`src/common/srh_pkg.sv`:
```
// status reporting hierarchy: shared constants and carriers
// assumes a single 25 MHz system clock and synchronous reset
package srh_pkg;
   // ----------------------------------------
   // status byte bit positions
   // ----------------------------------------
   localparam int STB_QUEUE_BIT = 2;
   localparam int STB_QUES_BIT = 3;
   localparam int STB_MAV_BIT = 4;
   localparam int STB_ESB_BIT = 5;
   localparam int STB_RQS_BIT = 6;
   localparam int STB_OPER_BIT = 7;
   // ----------------------------------------
   // standard event bit positions
   // ----------------------------------------
   localparam int ESR_OPC_BIT = 0;
   localparam int ESR_QUERY_BIT = 2;
   localparam int ESR_DDE_BIT = 3;
   localparam int ESR_EXE_BIT = 4;
   localparam int ESR_CMD_BIT = 5;
   localparam int ESR_PON_BIT = 7;
   // ----------------------------------------
   // operation condition bit positions
   // ----------------------------------------
   localparam int OPER_SETTLING_BIT = 1;
   localparam int OPER_UNUSED_BIT = 2;
   localparam int OPER_SWEEP_BIT = 3;
   localparam int OPER_TRIG_BIT = 5;
   localparam int ALWAYS_ZERO_BIT = 15;
   // ----------------------------------------
   // reset values
   // ----------------------------------------
   localparam logic [15:0] PTR_RESET = 16'h7FFF;
   localparam logic [15:0] NTR_RESET = 16'h0000;
   localparam logic [15:0] ENA_RESET = 16'h0000;
   localparam logic [7:0] ESR_RESET = 8'h00;
   localparam logic [7:0] SRE_RESET = 8'h00;
   // group selector for status subsystem writes and reads
   typedef enum logic [1:0] {
      SRH_GRP_OPER = 2'b00,
      SRH_GRP_QUES = 2'b01,
      SRH_GRP_FREQ = 2'b11
   } srh_grp_e;
   // register selector within a group
   typedef enum logic [1:0] {
      SRH_REG_PTR = 2'b00,
      SRH_REG_NTR = 2'b01,
      SRH_REG_ENA = 2'b11,
      SRH_REG_EVT = 2'b10
   } srh_reg_e;
   // one status subsystem access
   typedef struct packed {
      logic wr;
      logic rd;
      srh_grp_e grp;
      srh_reg_e sel;
      logic [15:0] data;
   } srh_stat_req_s;
   // one common (asterisk) command access
   typedef struct packed {
      logic cls;
      logic ese_wr;
      logic sre_wr;
      logic esr_rd;
      logic [7:0] data;
   } srh_common_req_s;
endpackage : srh_pkg

```
`src/verilog/srh_status.sv`:
```
// status reporting hierarchy: condition, filter, event, enable groups and status byte
// assumes the command decoder presents decoded commands as one-cycle pulses on clk
//
// What this block does
// [RL1] each lower group sends one summary bit to the next register up
// [RL2] status byte sits on top and collects all lower summaries
// [RL3] frequency group has condition, two filters, event and enable registers
// [RL4] operation condition carries a settling bit from the generator
// [RL5] status byte bit 2 shows error and event queue not empty
// [RL6] status byte bit 4 shows an output message is available
// [RL7] status byte bit 5 is the standard event summary
// [RL8] status byte bit 6 is request service summary
// [RL9] status byte bit 7 is the standard operation summary
// [RL10] standard event bit 2 query error, bit 3 device error
// [RL11] standard event bit 4 execution error, bit 5 command error
// [RL12] operation bit 1 settling, bit 2 unused, bit 3 sweep_in_progress
// [RL13] operation bit 5 set while awaiting a trigger
// [RL14] asterisk commands reach summaries, status commands reach lower groups
// [RL15] bit 15 of every 16-bit register reads zero
// [RL16] event bits latch on filtered transition until read or clear status
// [RL17] filters reset to positive transitions only, reconfigurable
// [RL18] service request only from enabled bits, any one of them sets rqs
// [RL19] group summary is OR of event AND enable
// [RL20] reset clears events then sets power-on bit
`timescale 1ns/1ps
module srh_status #(
   parameter int FREQ_W = 15
) (
   // clock and reset
   input wire logic clk,
   input wire logic sys_rst,
   // asynchronous instrument conditions
   input wire logic settling,
   input wire logic sweep_in_progress,
   input wire logic awaiting_trigger,
   input wire logic [15:0] freq_cond_in,
   input wire logic queue_not_empty,
   input wire logic output_message_available,
   // standard event pulses from the command engine
   input wire logic [7:0] esr_set,
   // decoded commands
   input wire srh_pkg::srh_stat_req_s stat_req,
   input wire srh_pkg::srh_common_req_s common_req,
   // results
   output logic [15:0] stat_rdata,
   output logic [7:0] esr_rdata,
   output logic [7:0] status_byte,
   output logic [7:0] sre_q,
   output logic [7:0] ese_q,
   output logic service_request
);
   // bit 15 must always read zero, so the frequency group holds at most 15 live bits
   if (FREQ_W < 1 || FREQ_W > 15) begin : gen_bad_freq_w
      $error("FREQ_W out of range");
   end

   // ----------------------------------------
   // input synchronisers
   // ----------------------------------------
   logic [18:0] sync1_r, sync2_r;
   logic [18:0] raw;
   assign raw = {settling, sweep_in_progress, awaiting_trigger, freq_cond_in};
   // pins are asynchronous to clk, so two flops before any use
   always_ff @(posedge clk) begin
      if (sys_rst) begin
         sync1_r <= '0;
         sync2_r <= '0;
      end else begin
         sync1_r <= raw;
         sync2_r <= sync1_r;
      end
   end
   logic [1:0] q_sync1_r, q_sync2_r;
   always_ff @(posedge clk) begin
      if (sys_rst) begin
         q_sync1_r <= '0;
         q_sync2_r <= '0;
      end else begin
         q_sync1_r <= {queue_not_empty, output_message_available};
         q_sync2_r <= q_sync1_r;
      end
   end

   // ----------------------------------------
   // condition registers
   // ----------------------------------------
   logic [15:0] cond [3];
   logic [15:0] oper_cond, freq_cond;
   always_comb begin
      oper_cond = 16'h0000;
      oper_cond[srh_pkg::OPER_SETTLING_BIT] = sync2_r[18]; // RL4 RL12
      oper_cond[srh_pkg::OPER_UNUSED_BIT] = 1'b0; // RL12
      oper_cond[srh_pkg::OPER_SWEEP_BIT] = sync2_r[17]; // RL12
      oper_cond[srh_pkg::OPER_TRIG_BIT] = sync2_r[16]; // RL13
      freq_cond = 16'h0000;
      freq_cond[FREQ_W-1:0] = sync2_r[FREQ_W-1:0]; // RL15
   end
   logic ques_sum;
   assign cond[0] = oper_cond;
   assign cond[1] = {15'h0000, ques_sum} & 16'h7FFF;
   assign cond[2] = freq_cond;

   // ----------------------------------------
   // transition filter, event and enable groups
   // ----------------------------------------
   // index 0 operation, 1 questionable, 2 frequency questionable
   function automatic int grp_idx(input srh_pkg::srh_grp_e g);
      case (g)
         srh_pkg::SRH_GRP_OPER: grp_idx = 0;
         srh_pkg::SRH_GRP_QUES: grp_idx = 1;
         srh_pkg::SRH_GRP_FREQ: grp_idx = 2;
         default: grp_idx = 0;
      endcase
   endfunction : grp_idx

   logic [15:0] ptr_r [3];
   logic [15:0] ntr_r [3];
   logic [15:0] ena_r [3];
   logic [15:0] evt_r [3];
   logic [15:0] prev_r [3];
   logic [2:0] grp_sum;

   genvar g;
   generate
      for (g = 0; g < 3; g++) begin : gen_grp
         logic hit_wr, hit_rd;
         logic [15:0] trans;
         assign hit_wr = stat_req.wr && grp_idx(stat_req.grp) == g;
         assign hit_rd = stat_req.rd && grp_idx(stat_req.grp) == g && stat_req.sel == srh_pkg::SRH_REG_EVT;
         // filtered transitions of the condition register
         assign trans = ((cond[g] & ~prev_r[g] & ptr_r[g]) | (~cond[g] & prev_r[g] & ntr_r[g])) & 16'h7FFF;

         // filter and enable configuration
         always_ff @(posedge clk) begin
            if (sys_rst) begin
               ptr_r[g] <= srh_pkg::PTR_RESET; // RL17
               ntr_r[g] <= srh_pkg::NTR_RESET; // RL17
               ena_r[g] <= srh_pkg::ENA_RESET;
            end else if (hit_wr) begin
               case (stat_req.sel)
                  srh_pkg::SRH_REG_PTR: ptr_r[g] <= stat_req.data & 16'h7FFF; // RL14 RL15
                  srh_pkg::SRH_REG_NTR: ntr_r[g] <= stat_req.data & 16'h7FFF; // RL14 RL15
                  srh_pkg::SRH_REG_ENA: ena_r[g] <= stat_req.data & 16'h7FFF; // RL15
                  default: ;
               endcase
            end
         end

         // condition history for edge detection
         always_ff @(posedge clk) begin
            if (sys_rst) prev_r[g] <= 16'h0000;
            else prev_r[g] <= cond[g];
         end

         // event latch: a new transition wins over a read clear
         always_ff @(posedge clk) begin
            if (sys_rst) evt_r[g] <= 16'h0000; // RL20
            else if (hit_rd || common_req.cls) evt_r[g] <= trans; // RL16
            else evt_r[g] <= evt_r[g] | trans; // RL16 RL3
         end

         assign grp_sum[g] = |(evt_r[g] & ena_r[g]); // RL19 RL1
      end
   endgenerate

   // frequency group feeds questionable group bit 0
   assign ques_sum = grp_sum[2]; // RL1

   // ----------------------------------------
   // status subsystem read mux
   // ----------------------------------------
   always_ff @(posedge clk) begin
      if (sys_rst) stat_rdata <= 16'h0000;
      else if (stat_req.rd) begin
         case (stat_req.sel)
            srh_pkg::SRH_REG_PTR: stat_rdata <= ptr_r[grp_idx(stat_req.grp)];
            srh_pkg::SRH_REG_NTR: stat_rdata <= ntr_r[grp_idx(stat_req.grp)];
            srh_pkg::SRH_REG_ENA: stat_rdata <= ena_r[grp_idx(stat_req.grp)];
            srh_pkg::SRH_REG_EVT: stat_rdata <= evt_r[grp_idx(stat_req.grp)]; // RL14
            default: stat_rdata <= 16'h0000;
         endcase
      end
   end

   // ----------------------------------------
   // standard event group
   // ----------------------------------------
   logic [7:0] esr_r, ese_r;
   logic pon_pending_r;
   // power-on bit is set on the first cycle after reset release
   always_ff @(posedge clk) begin
      if (sys_rst) pon_pending_r <= 1'b1;
      else pon_pending_r <= 1'b0;
   end
   logic [7:0] esr_in;
   always_comb begin
      esr_in = esr_set; // RL10 RL11: query, device, execution, command errors at bits 2..5
      esr_in[srh_pkg::ESR_PON_BIT] = esr_set[srh_pkg::ESR_PON_BIT] | pon_pending_r; // RL20
   end
   always_ff @(posedge clk) begin
      if (sys_rst) esr_r <= srh_pkg::ESR_RESET; // RL20
      else if (common_req.esr_rd || common_req.cls) esr_r <= esr_in; // RL16
      else esr_r <= esr_r | esr_in; // RL16
   end
   always_ff @(posedge clk) begin
      if (sys_rst) ese_r <= srh_pkg::ESR_RESET;
      else if (common_req.ese_wr) ese_r <= common_req.data; // RL14
   end
   always_ff @(posedge clk) begin
      if (sys_rst) esr_rdata <= 8'h00;
      else if (common_req.esr_rd) esr_rdata <= esr_r;
   end
   logic esb_sum;
   assign esb_sum = |(esr_r & ese_r); // RL19
   assign ese_q = ese_r;

   // ----------------------------------------
   // status byte and service request
   // ----------------------------------------
   logic [7:0] sre_r;
   logic [7:0] stb_raw;
   always_ff @(posedge clk) begin
      if (sys_rst) sre_r <= srh_pkg::SRE_RESET;
      else if (common_req.sre_wr) sre_r <= common_req.data & 8'hBF; // RL14
   end
   assign sre_q = sre_r;
   always_comb begin
      stb_raw = 8'h00;
      stb_raw[srh_pkg::STB_QUEUE_BIT] = q_sync2_r[1]; // RL5
      stb_raw[srh_pkg::STB_QUES_BIT] = grp_sum[1]; // RL1 RL2
      stb_raw[srh_pkg::STB_MAV_BIT] = q_sync2_r[0]; // RL6
      stb_raw[srh_pkg::STB_ESB_BIT] = esb_sum; // RL7
      stb_raw[srh_pkg::STB_OPER_BIT] = grp_sum[0]; // RL9 RL2
   end
   // rqs is one bit however many enabled sources assert it
   logic rqs_nxt;
   assign rqs_nxt = |(stb_raw & sre_r); // RL18
   always_ff @(posedge clk) begin
      if (sys_rst) status_byte <= 8'h00;
      else status_byte <= stb_raw | ({7'h00, rqs_nxt} << srh_pkg::STB_RQS_BIT); // RL8
   end
   assign service_request = status_byte[srh_pkg::STB_RQS_BIT]; // RL18
endmodule : srh_status

```
`config.mk`:
```
export PLATFORM = sky130hd
export DESIGN_NAME = srh_status
export DESIGN_NICKNAME = d
export VERILOG_FILES = /design/src/common/srh_pkg.sv /design/src/verilog/srh_status.sv
export SDC_FILE = /design/constraint.sdc
export NUM_CORES = 1
export LEC_CHECK = 0
export BUFFER_PORTS_ARGS = -buffer_cell sky130_fd_sc_hd__buf_2
export CORE_MARGIN = 3
export CORE_UTILIZATION = 65
export CTS_BUF_LIST = sky130_fd_sc_hd__clkbuf_4 sky130_fd_sc_hd__clkbuf_8
export CTS_CLUSTER_SIZE = 30
export DETAILED_ROUTE_END_ITERATION = 16
export GPL_TIMING_DRIVEN = 0
export PLACE_DENSITY = 0.87
export SYNTH_ARGS = -nofsm -noshare
export SYNTH_HDL_FRONTEND = slang
export SYNTH_SLANG_ARGS = --single-unit
```
`constraint.sdc`:
```
create_clock -name clk -period 3.98 [get_ports clk]
set_input_delay 0.796 -clock clk [delete_from_list [all_inputs] [get_ports clk]]
set_output_delay 0.796 -clock clk [all_outputs]
set_load 0.005 [all_outputs]
```
==> run_results.csv <==
group,metric,value,unit
sta,fin_ws,1.43,ns
placement,place_worst_setup_slack,0.521,ns
layout,num-nets-final,1172,
sta,max_freq,0.391,GHz
flow_run,cap_violations,0,
floorplan,die_area,18500,µm²
clocking,cts_tree,"yes",
floorplan,initial_cell_density_of_the_core,0.678,
layout,postLayoutCellArea,12700,µm²
sta,timing.final.max_slew_violations,0,
global_route,total_global_route_track_usage,0.323,
placement,placement.io_buffers,102,
clocking,cts.sink_count,266,
synth,yosys_warnings,0,
layout,layout_area_growth_over_synthesis,16.0,%
detailed_routing,wirelength,29.4,mm
layout,drive_above_1_share,0.188,
critical_path,critPathCaptureType,"flip-flop",
synth,synth.lib_cells_used.distinct,48,
critical_path,required_time_reported_for_the_critical_path_endpoint,4.37,ns
detailed_routing,post_dr_wirelength_cell,21.6,µm
pwr,power-per-cell-area,471,nW/µm²
placement,postPlaceCellArea,11800,µm²
clocking,clk_path_buf_depth,3,
pwr,post-layout-total-power,5.99,mW
critical_path,timing.setup.critical_path_class,"in2reg",
global_route,pin_count_of_the_biggest_net_entering_global_routing,16,
sta,report.final.hold_viol_count,0,
critical_path,crit_path_max_incr_delay,0.75,ns
global_route,grt-busiest-layer,"met2",
clocking,cts_resized,0,
sta,timing.final.crit_share,0.642,
critical_path,cp-start-kind,"input pin",
detailed_routing,detail_route.iter0.violations,747,
sta,setup_violating_endpoint_count_in_the_final_report,0,
floorplan,fp-row-count,46,
global_route,number_of_antenna_violations_at_the_first_check_in_global_routing,3,
hold_path,hold_start,"sys_rst",
detailed_routing,detailroute.via_count,8095,
detailed_routing,route.antenna.remaining_nets,0,
layout,fillerInstances,1041,
detailed_routing,route.detailed.drc,0,
synth,syn_area,11000,µm²
layout,layout_commonest_cell,"edfxtp_1",
clocking,clock_pin_transition_on_the_worst_setup_and_hold_timing_paths,0.06,ns
sta,max-slew-margin-rel,0.407,
detailed_routing,first_pass_iters,5,
critical_path,path_cells,"buf_2 > buf_2 > clkbuf_1 > nor3b_1 > a21oi_1 > a221oi_1 > o21ai_0",
global_route,grt_pass1_vias,7825,
global_route,met3_usage,0.0807,
critical_path,cp_max_fo,10,
placement,place.gp.congestion,1.01,
floorplan,die_w,136,µm
global_route,grtUsageMet1,0.424,
synth,synth-seq-cells,266,
synth,async_set_reset_flop_share_out_of_synthesis,0,
global_route,globalRouteOverflowTotal,0,
sta,tightest_slew,0.888,ns
critical_path,worst_setup_path_startpoint,"stat_req[16]",
floorplan,die_height,136,µm
pwr,worst_ir_drop_vdd,0.399,mV
detailed_routing,avg_vias_per_cell,5.96,
sta,finalSetupTns,0,ns
sta,finalWorstPathRequiredPeriod,2.55,ns
global_route,grt_pass1_wl,44.4,mm
sta,rsz0062_at_grt,"false",
floorplan,floorplan.core_area,16200,µm²
clocking,cts_buffers,42,
critical_path,worst_path_max_delay_cell,"a221oi_1",
hold_path,hold_path_class,"in2reg",
pwr,static-leakage-power,4.98,nW
synth,synth-seq-area-share,0.626,
synth,synth.avg_cell_area,11.7,µm²
global_route,grt_util_met2,0.514,
clocking,ctsRootBufferMaster,"clkbuf_8",
floorplan,top_level_ports,114,
sta,skew,0.0232,ns
clocking,clk_latency,0.56,ns
clocking,cts-htree-levels,2,
synth,synth_flop_cell,"edfxtp_1",
synth,synthesized_netlist_cell_count,939,
critical_path,critical_path.reg2reg.startpoint,"ptr_r[2][10]",
synth,synth-edff-count,154,
critical_path,critical-path-top-cell-by-count,"buf_2",
clocking,cts_hold_buffers,0,
critical_path,timing.critical_path.arrival,2.94,ns
clocking,post-cts-setup-buffers,0,
placement,dp_hpwl,21.5,mm
outcome,run_status,"completed",
layout,final_cell_mix,"edfxtp_1 (154), buf_2 (118), dfxtp_1 (112), and2_1 (92), nor2_1 (80)",
## worst paths after layout
check / endpoint / slack (ns) / cells past startpoint
setup / recovery: stat_rdata[10] / 1.43 / 7
hold / removal: pon_pending_r / 0.40 / 1
setup reg to reg: stat_rdata[10] / 2.08 / 4
hold reg to reg: sync2_r[16] / 0.43 / 1
## stage by stage
step,utilization,instances,hold slack [ns]
CTS,0.785,1356,0.394
global route,0.786,1358,0.396
finish,0.786,1358,0.405
global placement,0.731,1278,0.416
detailed placement,0.731,1278,0.425
floorplan,-,960,0.414
## power breakdown
part           internal [mW]  switching [mW]
logic                  0.175           0.302
registers               3.07          0.0986
clock network           1.29            1.05
## routing by layer
metal  vias to the layer above  share of wire
met3                       112           0.10
met1                      3836           0.38
met5                         -        0.00089
met4                         4          0.054
met2                       463           0.46
li1                       3680              -
## critical path, delay by kind of cell
family | cells | cell delay, ns
buffers and inverters | 3 | 0.79
AO/OA/AOI/OAI | 3 | 1.09
AND/OR/NAND/NOR | 1 | 0.25
## Yosys cell counts (2+ instances only)
master / count / share of area
a21o_1: 2 / 0.0014
nor2_1: 80 / 0.027
nand3_1: 4 / 0.0018
a22oi_1: 10 / 0.0068
buf_2: 16 / 0.0073
a221oi_1: 12 / 0.0096
buf_1: 6 / 0.0021
nand2_1: 39 / 0.013
and2_1: 92 / 0.052
mux2i_1: 66 / 0.060
o21bai_1: 6 / 0.0041
nand2b_1: 3 / 0.0017
a21oi_1: 53 / 0.024
a211oi_1: 17 / 0.012
dfxtp_1: 112 / 0.20
a311oi_1: 3 / 0.0024
nor3_1: 2 / 0.00091
nor2b_1: 66 / 0.038
nand3b_1: 18 / 0.012
or3_1: 45 / 0.026
nor3b_1: 13 / 0.0089
clkbuf_1: 34 / 0.012
nand4b_1: 2 / 0.0016
o32ai_1: 2 / 0.0016
edfxtp_1: 154 / 0.42
inv_1: 7 / 0.0024
conb_1: 2 / 0.00068
o21ai_0: 47 / 0.021
a222oi_1: 2 / 0.0018
buf_4: 6 / 0.0041
## sequential cells by signal, summed over array words and instances (netlist names), 2 cells and up
signal       count
ena_r           45
ntr_r           45
ptr_r           45
evt_r           19
prev_r          19
sync1_r         18
sync2_r         18
stat_rdata      15
ese_q            8
esr_r            8
esr_rdata        8
sre_q            7
status_byte      6
q_sync1_r        2
q_sync2_r        2
## cells by family after synthesis
group / after synthesis / synth area share
flops: 266 / 0.626
compound gates: 163 / 0.0923
simple gates: 369 / 0.188
other cells: 2 / 0.000685
buf+inv: 70 / 0.0285
mux: 69 / 0.0647
## cell type report
cell class | count | area [µm²] | share of cell area
multi-input combinational | 624 | 3880 | 0.305
sequential | 266 | 6870 | 0.540
tap | 216 | 270 | 0.0212
antenna | 1 | 2.50 | 0.000197
inverter | 7 | 26.3 | 0.00207
buffer | 63 | 287 | 0.0225
clock buffer | 67 | 803 | 0.0632
clock inverter | 11 | 61.3 | 0.00482
timing repair buffer | 103 | 518 | 0.0407
(Power assumes the default switching activity.)
